## src/iap_map.svh

```systemverilog
`ifndef IAP_MAP_SVH
`define IAP_MAP_SVH
// Summary of operation
// Non-maskable request accepted regardless of enable flag, above all sources.
// Non-maskable accept: push status, push counter, clear enable and service flag.
// Non-maskable request during its handler waits for return plus one instruction.
// Several non-maskable requests during one handler collapse into one pending.
// Maskable source eligible with request 1, mask 0, and enable flag set.
// While service priority flag is 0, low priority requests are refused.
// Inside a non-maskable handler no non-maskable or maskable request is taken.
// Maskable latency 7 to 32 clocks high, 8 to 33 clocks low.
// A request raised before a divide waits for the divide to finish.
// High priority level wins; ties go to the fixed default order.
// Refused requests stay pending in their flags until acceptable.
// Maskable accept: push, clear enable, copy source priority, branch to vector.
// Interrupt return ends maskable or non-maskable handler and resumes program.
// Break always raises software interrupt with vector 003EH, clears enable.
// Break return is a separate instruction leaving a software handler.
// Nesting only after handler sets enable again, since accept clears it.
// Equal or higher priority nests; lower priority does not.
// Held requests taken after return and at least one main instruction.
// Non-maskable handler admits only break; others admit non-maskable and break.
// Service flag 0 while high priority handler runs, else 1.
// Each maskable source has a priority flag, 0 high, 1 low.
// Both returns restore the status word, enable and service flags included.
// Reset sets the status word to 02H.
// Reset sets all mask flags to ones.
// Default order ranks sources by index, lowest index first.
// Accept pulse and vector only at a boundary; request flag cleared then.
`define IAP_NSRC        8
`define IAP_IDX_W       3
`define IAP_ADDR_W      12
`define IAP_OFF_REQ     12'h000
`define IAP_OFF_MASK    12'h004
`define IAP_OFF_PRIO    12'h008
`define IAP_OFF_PSW     12'h00C
`define IAP_OFF_STAT    12'h010
`define IAP_PSW_IE      7
`define IAP_PSW_ISP     1
`define IAP_RST_PSW     8'h02
`define IAP_RST_MASK    8'hFF
`define IAP_RST_PRIO    8'hFF
`define IAP_RST_REQ     8'h00
`define IAP_VEC_NMI     16'h0004
`define IAP_VEC_MASK    16'h0006
`define IAP_VEC_BRK     16'h003E
`define IAP_LAT_MIN_HI  7
`define IAP_LAT_MIN_LO  8
`define IAP_LAT_MAX_HI  32
`define IAP_LAT_MAX_LO  33
`endif

```

## src/iap_pkg.sv

```systemverilog
`default_nettype none
package iap_pkg;
  typedef enum logic [1:0] {
    IAP_KIND_NONE,
    IAP_KIND_NMI,
    IAP_KIND_MASK,
    IAP_KIND_SOFT
  } iap_kind_t;
  typedef enum logic [1:0] {
    IAP_ST_IDLE,
    IAP_ST_PUSH_PSW,
    IAP_ST_PUSH_PC,
    IAP_ST_LOAD
  } iap_state_t;
endpackage
`default_nettype wire

```

## src/iap_prio_pick.sv

```systemverilog
`timescale 1ns/100ps
`default_nettype none
module iap_prio_pick #(
  parameter int N = 8,
  parameter int W = 3
) (
  input  wire logic [N-1:0] req,
  output logic              any,
  output logic [W-1:0]      idx
);
  // Scan downward so the lowest set index is left standing
  always_comb begin
    any = 1'b0;
    idx = '0;
    for (int i = N - 1; i >= 0; i--) begin
      if (req[i]) begin
        any = 1'b1;
        idx = W'(i);
      end
    end
  end
endmodule // iap_prio_pick
`default_nettype wire

```

## src/iap_ctrl.sv

```systemverilog
`timescale 1ns/100ps
`default_nettype none
`include "iap_map.svh"
module iap_ctrl
  import iap_pkg::*;
(
  input  wire logic                   clk,
  input  wire logic                   reset_n,
  input  wire logic                   psel,
  input  wire logic                   penable,
  input  wire logic                   pwrite,
  input  wire logic [`IAP_ADDR_W-1:0] paddr,
  input  wire logic [31:0]            pwdata,
  output logic      [31:0]            prdata,
  output logic                        pready,
  output logic                        pslverr,
  input  wire logic [`IAP_NSRC-1:0]   src_event,
  input  wire logic                   nmi_event,
  input  wire logic                   insn_done,
  input  wire logic                   insn_hold,
  input  wire logic                   insn_interrupt_return_instruction,
  input  wire logic                   insn_break_return_instruction,
  input  wire logic                   insn_brk,
  input  wire logic                   insn_ei,
  input  wire logic                   insn_di,
  input  wire logic [7:0]             stack_psw,
  output logic                        accept,
  output var iap_kind_t               accept_kind,
  output logic                        push_psw,
  output logic                        push_pc,
  output logic [7:0]                  push_data,
  output logic                        load_pc,
  output logic [15:0]                 vector,
  output logic                        ie_flag,
  output logic                        isp_flag,
  output logic                        nmi_active
);

  // ----------------------------------------------------------------
  // State
  // ----------------------------------------------------------------
  logic [`IAP_NSRC-1:0] req;
  logic [`IAP_NSRC-1:0] req_q;
  logic [`IAP_NSRC-1:0] mask;
  logic [`IAP_NSRC-1:0] prio;
  logic [7:0]           program_status_word;
  logic                 nmi_pend;
  logic                 nmi_run;
  iap_state_t           state;
  iap_kind_t            kind_q;

  // ----------------------------------------------------------------
  // APB slave
  // ----------------------------------------------------------------
  wire apb_setup = psel & ~penable;
  wire apb_acc   = psel & penable;
  wire apb_wr    = apb_acc & pwrite;
  wire sel_req   = (paddr == `IAP_OFF_REQ);
  wire sel_mask  = (paddr == `IAP_OFF_MASK);
  wire sel_prio  = (paddr == `IAP_OFF_PRIO);
  wire sel_psw   = (paddr == `IAP_OFF_PSW);
  wire sel_stat  = (paddr == `IAP_OFF_STAT);
  wire hit       = sel_req | sel_mask | sel_prio | sel_psw | sel_stat;
  wire wr_req    = apb_wr & sel_req;
  wire wr_mask   = apb_wr & sel_mask;
  wire wr_prio   = apb_wr & sel_prio;
  wire wr_psw    = apb_wr & sel_psw;
  wire [7:0] stat_word = {5'h00, (state != IAP_ST_IDLE), nmi_run, nmi_pend};
  wire [7:0] rd_byte =
      sel_req  ? req  :
      sel_mask ? mask :
      sel_prio ? prio :
      sel_psw  ? program_status_word  :
      sel_stat ? stat_word : 8'h00;

  assign pready  = 1'b1;
  assign pslverr = apb_acc & ~hit;

  // Read data is caught in the setup cycle so prdata comes from a flop
  always_ff @(posedge clk or negedge reset_n) begin
    if (!reset_n) begin
      prdata <= 32'h0000_0000;
    end else if (apb_setup) begin
      prdata <= {24'h00_0000, rd_byte};
    end
  end

  // ----------------------------------------------------------------
  // Eligibility and selection
  // ----------------------------------------------------------------
  wire ie  = program_status_word[`IAP_PSW_IE];
  wire in_service_priority_flag = program_status_word[`IAP_PSW_ISP];
  // Returns and hold instructions let one more instruction run first
  wire defer = insn_hold | insn_interrupt_return_instruction | insn_break_return_instruction;
  wire at_bnd = insn_done & (state == IAP_ST_IDLE);
  // Low level needs the flag one cycle longer, giving the extra clock
  wire [`IAP_NSRC-1:0] elig_hi = req & ~mask & ~prio;
  wire [`IAP_NSRC-1:0] elig_lo =
      req & req_q & ~mask & prio & {`IAP_NSRC{in_service_priority_flag}};

  logic                 any_hi;
  logic                 any_lo;
  logic [`IAP_IDX_W-1:0] idx_hi;
  logic [`IAP_IDX_W-1:0] idx_lo;

  iap_prio_pick #(
    .N (`IAP_NSRC),
    .W (`IAP_IDX_W)
  ) u_pick_hi (
    .req (elig_hi),
    .any (any_hi),
    .idx (idx_hi)
  );

  iap_prio_pick #(
    .N (`IAP_NSRC),
    .W (`IAP_IDX_W)
  ) u_pick_lo (
    .req (elig_lo),
    .any (any_lo),
    .idx (idx_lo)
  );

  wire [`IAP_IDX_W-1:0] grant_idx = any_hi ? idx_hi : idx_lo;
  wire grant_pr = ~any_hi;
  // Break is part of its own execution and cannot be masked
  wire take_soft = at_bnd & insn_brk;
  wire take_nmi  = at_bnd & ~insn_brk & ~defer & nmi_pend & ~nmi_run;
  wire take_mask = at_bnd & ~insn_brk & ~defer & ~nmi_pend & ~nmi_run
                 & ie & (any_hi | any_lo);
  wire take_any  = take_soft | take_nmi | take_mask;
  wire [`IAP_NSRC-1:0] clr_bit =
      take_mask ? (`IAP_NSRC'(1) << grant_idx) : '0;
  wire [15:0] vec_mask =
      `IAP_VEC_MASK + {12'h000, grant_idx, 1'b0};

  assign accept      = take_any;
  assign accept_kind = take_soft ? IAP_KIND_SOFT :
                       take_nmi  ? IAP_KIND_NMI  :
                       take_mask ? IAP_KIND_MASK : IAP_KIND_NONE;

  // ----------------------------------------------------------------
  // Request, mask and priority flags
  // ----------------------------------------------------------------
  wire [`IAP_NSRC-1:0] req_base = wr_req ? pwdata[`IAP_NSRC-1:0] : req;
  // Set beats clear so an event in the clearing cycle survives
  wire [`IAP_NSRC-1:0] next_req = (req_base & ~clr_bit) | src_event;

  always_ff @(posedge clk or negedge reset_n) begin
    if (!reset_n) begin
      req   <= `IAP_RST_REQ;
      req_q <= `IAP_RST_REQ;
      mask  <= `IAP_RST_MASK;
      prio  <= `IAP_RST_PRIO;
    end else begin
      req   <= next_req;
      req_q <= req;
      if (wr_mask) mask <= pwdata[`IAP_NSRC-1:0];
      if (wr_prio) prio <= pwdata[`IAP_NSRC-1:0];
    end
  end

  // ----------------------------------------------------------------
  // Non-maskable pending and in-handler flags
  // ----------------------------------------------------------------
  // A single pending bit merges repeated requests into one
  wire next_nmi_pend = nmi_event | (nmi_pend & ~take_nmi);
  wire nmi_ret       = insn_done & insn_interrupt_return_instruction & nmi_run;
  wire next_nmi_run  = take_nmi | (nmi_run & ~nmi_ret);

  always_ff @(posedge clk or negedge reset_n) begin
    if (!reset_n) begin
      nmi_pend <= 1'b0;
      nmi_run  <= 1'b0;
    end else begin
      nmi_pend <= next_nmi_pend;
      nmi_run  <= next_nmi_run;
    end
  end

  // ----------------------------------------------------------------
  // Program status word
  // ----------------------------------------------------------------
  logic [7:0] next_psw;
  always_comb begin
    next_psw = program_status_word;
    if (wr_psw) begin
      next_psw = pwdata[7:0];
    end
    if (insn_done & insn_ei) begin
      next_psw[`IAP_PSW_IE] = 1'b1;
    end
    if (insn_done & insn_di) begin
      next_psw[`IAP_PSW_IE] = 1'b0;
    end
    if (insn_done & (insn_interrupt_return_instruction | insn_break_return_instruction)) begin
      next_psw = stack_psw;
    end
    if (take_any) begin
      next_psw[`IAP_PSW_IE] = 1'b0;
    end
    if (take_nmi) begin
      next_psw[`IAP_PSW_ISP] = 1'b0;
    end
    if (take_mask) begin
      next_psw[`IAP_PSW_ISP] = grant_pr;
    end
  end

  always_ff @(posedge clk or negedge reset_n) begin
    if (!reset_n) begin
      program_status_word <= `IAP_RST_PSW;
    end else begin
      program_status_word <= next_psw;
    end
  end

  assign ie_flag    = ie;
  assign isp_flag   = in_service_priority_flag;
  assign nmi_active = nmi_run;

  // ----------------------------------------------------------------
  // Entry sequence: status word, counter, vector
  // ----------------------------------------------------------------
  iap_state_t next_state;
  always_comb begin
    case (state)
      IAP_ST_IDLE:     next_state = take_any ? IAP_ST_PUSH_PSW : IAP_ST_IDLE;
      IAP_ST_PUSH_PSW: next_state = IAP_ST_PUSH_PC;
      IAP_ST_PUSH_PC:  next_state = IAP_ST_LOAD;
      IAP_ST_LOAD:     next_state = IAP_ST_IDLE;
      default:         next_state = IAP_ST_IDLE;
    endcase
  end

  always_ff @(posedge clk or negedge reset_n) begin
    if (!reset_n) begin
      state     <= IAP_ST_IDLE;
      kind_q    <= IAP_KIND_NONE;
      push_data <= 8'h00;
      vector    <= 16'h0000;
    end else begin
      state <= next_state;
      if (take_any) begin
        kind_q    <= accept_kind;
        push_data <= program_status_word;
        vector    <= take_soft ? `IAP_VEC_BRK :
                     take_nmi  ? `IAP_VEC_NMI : vec_mask;
      end
    end
  end

  // Status word goes first, then the program counter
  assign push_psw = (state == IAP_ST_PUSH_PSW);
  assign push_pc  = (state == IAP_ST_PUSH_PC);
  assign load_pc  = (state == IAP_ST_LOAD);
  // A divide holds off insn_done, so acceptance waits with it

  // ----------------------------------------------------------------
  // Assertions
  // ----------------------------------------------------------------
  logic grant_pr_q;
  always_ff @(posedge clk or negedge reset_n) begin
    if (!reset_n) begin
      grant_pr_q <= 1'b1;
    end else if (take_mask) begin
      grant_pr_q <= grant_pr;
    end
  end

  property p_bnd_only;
    @(posedge clk) disable iff (!reset_n)
      accept |-> insn_done;
  endproperty
  a_bnd_only: assert property (p_bnd_only)
    else $error("accept outside boundary");

  property p_entry_seq;
    @(posedge clk) disable iff (!reset_n)
      accept |=> push_psw ##1 (push_pc && !push_psw) ##1 load_pc;
  endproperty
  a_entry_seq: assert property (p_entry_seq)
    else $error("entry sequence broken");

  property p_nmi_flags;
    @(posedge clk) disable iff (!reset_n)
      (accept && accept_kind == IAP_KIND_NMI)
        |=> !ie_flag && !isp_flag && nmi_active && vector == `IAP_VEC_NMI;
  endproperty
  a_nmi_flags: assert property (p_nmi_flags)
    else $error("nmi entry flags wrong");

  property p_mask_isp;
    @(posedge clk) disable iff (!reset_n)
      (accept && accept_kind == IAP_KIND_MASK)
        |=> !ie_flag && (isp_flag == grant_pr_q);
  endproperty
  a_mask_isp: assert property (p_mask_isp)
    else $error("maskable entry flags wrong");

  property p_mask_needs_ie;
    @(posedge clk) disable iff (!reset_n)
      (accept && accept_kind == IAP_KIND_MASK) |-> ie_flag && !nmi_active;
  endproperty
  a_mask_needs_ie: assert property (p_mask_needs_ie)
    else $error("maskable taken while disabled");

  property p_nmi_only_soft;
    @(posedge clk) disable iff (!reset_n)
      (accept && nmi_active) |-> accept_kind == IAP_KIND_SOFT;
  endproperty
  a_nmi_only_soft: assert property (p_nmi_only_soft)
    else $error("nesting inside nmi handler");

  property p_defer;
    @(posedge clk) disable iff (!reset_n)
      (insn_done && (insn_interrupt_return_instruction || insn_break_return_instruction || insn_hold) && !insn_brk)
        |-> !accept;
  endproperty
  a_defer: assert property (p_defer)
    else $error("accept right after return");

  property p_brk_vec;
    @(posedge clk) disable iff (!reset_n)
      (accept && accept_kind == IAP_KIND_SOFT)
        |=> vector == `IAP_VEC_BRK ##2 load_pc;
  endproperty
  a_brk_vec: assert property (p_brk_vec)
    else $error("break vector wrong");

  property p_low_isp;
    @(posedge clk) disable iff (!reset_n)
      (accept && accept_kind == IAP_KIND_MASK && !isp_flag)
        |=> isp_flag == 1'b0 && grant_pr_q == 1'b0;
  endproperty
  a_low_isp: assert property (p_low_isp)
    else $error("low priority taken during high handler");

  property p_nmi_kept;
    @(posedge clk) disable iff (!reset_n)
      nmi_event |=> nmi_pend;
  endproperty
  a_nmi_kept: assert property (p_nmi_kept)
    else $error("nmi request lost");

  property p_req_clr;
    @(posedge clk) disable iff (!reset_n)
      (accept && accept_kind == IAP_KIND_MASK && !src_event[grant_idx])
        |=> !req[$past(grant_idx)];
  endproperty
  a_req_clr: assert property (p_req_clr)
    else $error("request flag not cleared");

  c_nmi:  cover property (@(posedge clk) disable iff (!reset_n)
    accept && accept_kind == IAP_KIND_NMI);
  c_hi:   cover property (@(posedge clk) disable iff (!reset_n)
    accept && accept_kind == IAP_KIND_MASK && any_hi);
  c_lo:   cover property (@(posedge clk) disable iff (!reset_n)
    accept && accept_kind == IAP_KIND_MASK && !any_hi);
  c_soft: cover property (@(posedge clk) disable iff (!reset_n)
    accept && accept_kind == IAP_KIND_SOFT && nmi_active);

endmodule // iap_ctrl
`default_nettype wire

```

## config.mk

```make
export PLATFORM = sky130hd
export DESIGN_NAME = iap_ctrl
export DESIGN_NICKNAME = d
export VERILOG_FILES = /design/src/iap_pkg.sv /design/src/iap_prio_pick.sv /design/src/iap_ctrl.sv
export VERILOG_INCLUDE_DIRS = /design/src
export SDC_FILE = /design/constraint.sdc
export NUM_CORES = 1
export LEC_CHECK = 0
export BUFFER_PORTS_ARGS = -buffer_cell sky130_fd_sc_hd__buf_2
export CORE_AREA = 2 2 117 119
export CTS_CLUSTER_DIAMETER = 150
export DETAILED_ROUTE_END_ITERATION = 8
export DIE_AREA = 0 0 119 121
export PLACE_DENSITY = 0.47
export SLEW_MARGIN = 30
export SYNTH_ARGS = -nofsm -noshare
export SYNTH_HDL_FRONTEND = slang
export SYNTH_SLANG_ARGS = --single-unit
```

## constraint.sdc

```tcl
create_clock -name clk -period 7.96 [get_ports clk]
set_clock_uncertainty 0.2 [all_clocks]
set_input_delay 1.592 -clock clk [delete_from_list [all_inputs] [get_ports clk]]
set_output_delay 1.592 -clock clk [all_outputs]
set_load 0.02 [all_outputs]
```

==> results.txt <==
----------------------------------------------------
[Worst setup path]
  Arrival time of data at the critical path endpoint ... about 3.3 ns
  Max Fanout on Critical Path ... 14
  Required arrival time at the worst endpoint ... about 6.2 ns
  Kind of capture point of the worst setup path ... output pin
  Type of element launching the critical path ... primary input
  Crit Path Category ... in -> out

[Placed design]
  Cell area reported after detailed placement ... 4220 um2
  Port buffer count ... 79
  Detailed Place HPWL ... roughly 7500 um
  Final RePlAce weighted congestion ... 0.782

[Routing]
  Detail Route Antenna Nets ... 0
  Number of DRC markers in iteration 0 ... 94
  1st-pass router iterations ... 4
  Remaining design rule violation count ... 0
  Routed length per instance ... between 15 and 20 um
  Average vias per placed instance ... approximately 4.7
  Routed vias ... 2983
  Total detailed-routing wirelength ... 10100 um

[STA]
  Final-layout setup total negative slack ... 0 ns
  Number of failing hold endpoints at the final stage ... 0
  Share of the cycle needed by the critical path after routing ... between 60% and 70%
  Actual transition at the worst max-transition pin ... 0.972 ns
  Upper clock frequency limit ... 0.197 GHz
  Setup repair after global routing missed its margin ... false
  Max-slew headroom ... 34.7%
  Post-layout min period ... 5.07 ns
  Number of endpoints failing setup at the final stage ... 0
  Count of final max-slew check failures ... 0

[Finish]
  Multi-input gate area in the final layout ... 1910 um2
  Net total in the final layout ... 532
  Ant diodes ... 0
  Area growth, synth to finish ... 19.9%
  Design Area, Final ... 4520 um2
  Final design utilization ... 34.5%
  Number of filler cells placed in the layout ... 1396
  Share of post-route cells with drive strength above 1 ... roughly a third
  FF+latch area ... between 1500 and 2000 um2

[Synth]
  Yosys warning count ... 0
  Number of enable flip-flop cells after synthesis ... 0
  Number of synthesized register bits ... 65
  Gate count of the mapped netlist ... 376
  Cell area after technology mapping ... 3770 um2
  Primary flip-flop cell chosen by synthesis mapping ... dfrtp_1
  Mean Syn Cell Area ... roughly 10 um2
  Netlist cell types ... 60
  Async set or reset register ratio after synthesis ... 100%
  Fraction of the yosys area taken by sequential cells ... 43.8%

[Floorplan]
  Initial Utilization ... about 29%
  Area of the core ... between 10000 and 15000 um2
  Die outline width ... 119 um
  Row count ... 42
  Die Y ... 121 um
  Die ar. ... around 14000 um2
  Count of pins on the block boundary ... 140

[Hold path]
  Type of the most critical hold path ... reg -> reg

[Clock tree]
  Post CTS Setup Buffer Count ... 0
  Number of buffers inserted during clock tree synthesis ... 9
  Clk Latency, worst-skew pair ... approximately 0.33 ns
  Hold_buf cts ... 0
  Count of H-tree levels built during CTS ... 3
  CTS Root Buffer Type ... clkbuf_16
  Max Root-Sink Buffers ... 2
  Total clock sinks ... 65
  Clock transition at the registers of the reported paths ... around 0.05 ns
  # resized after CTS ... 0
  Clock tree from TritonCTS ... built

[Power]
  Power per cell area ... 232 nW/um2
  Largest vdd supply drop ... 0.0721 mV
  Leak ... ~2 nW

[Global routing]
  Maximum number of pins on one net before global-route repair ... between 60 and 70
  Total gr overflow ... 0
  Global-route wire length before repair ... ~15000 um
  Gr usage total ... between 10% and 20%
  Via count of the first global-routing pass ... 2850
  Initial antenna violation count ... 0

[Run status]
  Run status ... finished clean

[Flow run]
  Max-cap violations ... 0

----------------------------------------------------
## critical path: stages
cell	delay, ns
buf_2	0.11
nor2_1	0.15
nand3_1	0.12
nor4_1	0.27
nand2_1	0.18
nand2_1	0.11
and2b_4	0.26
inv_2	0.25
buf_2	0.22
## where the power goes
| group | total, mW | internal [mW] | switching, mW | leakage (nW) |
|---|---|---|---|---|
| Sequential | 0.410 | 0.378 | 0.0319 | 0.695 |
| Clock | 0.390 | 0.251 | 0.140 | 0.140 |
| Combinational | 0.246 | 0.0806 | 0.165 | 1.17 |
## area by class of cell
class / count / share of cell area, %
repair buffers: 82 / 9.25
well taps: 176 / 4.88
multi-input cells: 289 / 42.2
clock inverters: 3 / 0.942
flip-flops and latches: 65 / 36.5
inverters: 8 / 0.665
clock buffers: 13 / 5.54
## cells in the final DEF (no fill, tap or decap), drive strengths merged, types with 9 or more instances in the layout
cell type	instances
buf	82
dfrtp	48
nand2	42
conb	36
mux2i	25
nor2	23
mux2	18
nor2b	18
a21oi	17
dfstp	17
clkbuf	13
nand4	10
nand3	9
o21ai	9
## metal layers
metal  track usage, %  routed length (um)
met1             17.2                4350
met2             24.3                5080
met3             3.24                 476
met4             4.61                 170
met5                0                   0
## kinds of logic after synthesis
logic type,synth area share [%]
mux,12.0
other cells,0.199
compound gates,11.9
simple gates,20.8
xor+xnor,0.465
buf+inv,9.54
fa+ha+maj,1.33
flops,43.8
## state kept, by name, indices dropped and copies added (netlist names)
name / cells
program_status_word: 8
prio: 8
req_q: 8
nmi_pend: 1
prdata: 8
push_data: 8
mask: 8
req: 8
state: 2
vector: 5
nmi_active: 1
## per-stage QoR
stage          setup WS (ns)  std cells  total power, mW  hold WS, ns
2_1_floorplan           3.41        410            0.583        0.195
3_3_place_gp            2.91        620            0.660        0.218
3_5_place_dp            2.92        620            0.666        0.231
4_1_cts                 2.90        636             1.06        0.242
5_1_grt                 2.79        636             1.10        0.258
6_report                2.89        636             1.05        0.243
## synth_stat cells (2+ instances only)
cell type	number	area [um2]
buf_2	2	10.0
o21ai_1	4	20.0
nor4_4	2	42.5
mux2_2	18	203
nand3b_1	2	15.0
nor3_1	4	20.0
nor2b_1	18	113
or3_1	3	18.8
mux2i_1	25	250
dfstp_2	17	447
a21o_2	2	17.5
clkbuf_1	6	22.5
nor4_2	2	25.0
a21oi_1	17	85.1
a21o_1	6	45.0
buf_1	2	7.51
nor2_1	21	78.8
nand2_1	42	158
o21ai_0	5	25.0
a32oi_1	2	17.5
inv_1	7	26.3
o221ai_1	5	43.8
nor4_1	2	12.5
ha_1	4	50.1
buf_4	37	278
a22oi_1	2	15.0
nand3_1	8	40.0
dfrtp_1	48	1200
nand4_1	10	62.6
a31oi_1	2	12.5
o211ai_1	2	15.0
o21bai_1	5	37.5
conb_1	2	7.51
and4_1	2	17.5
nor3b_1	8	60.1
o21a_1	5	37.5
o22ai_1	4	25.0
## final timing paths
| kind | from | endpoint | slack (ns) | cells past startpoint |
|---|---|---|---|---|
| setup / recovery | insn_interrupt_return_instruction | accept | 2.89 | 9 |
| setup reg to reg | mask[4] | vector[2] | 5.12 | 8 |
| hold / removal | req[4] | req_q[4] | 0.24 | 0 |
| min in group asynchronous | reset_n | vector[4] | 1.26 | 2 |
| hold reg to reg | req[4] | req_q[4] | 0.24 | 0 |
| max in group asynchronous | reset_n | req_q[4] | 5.74 | 2 |
Note: power is estimated with default switching activity, not from simulation.
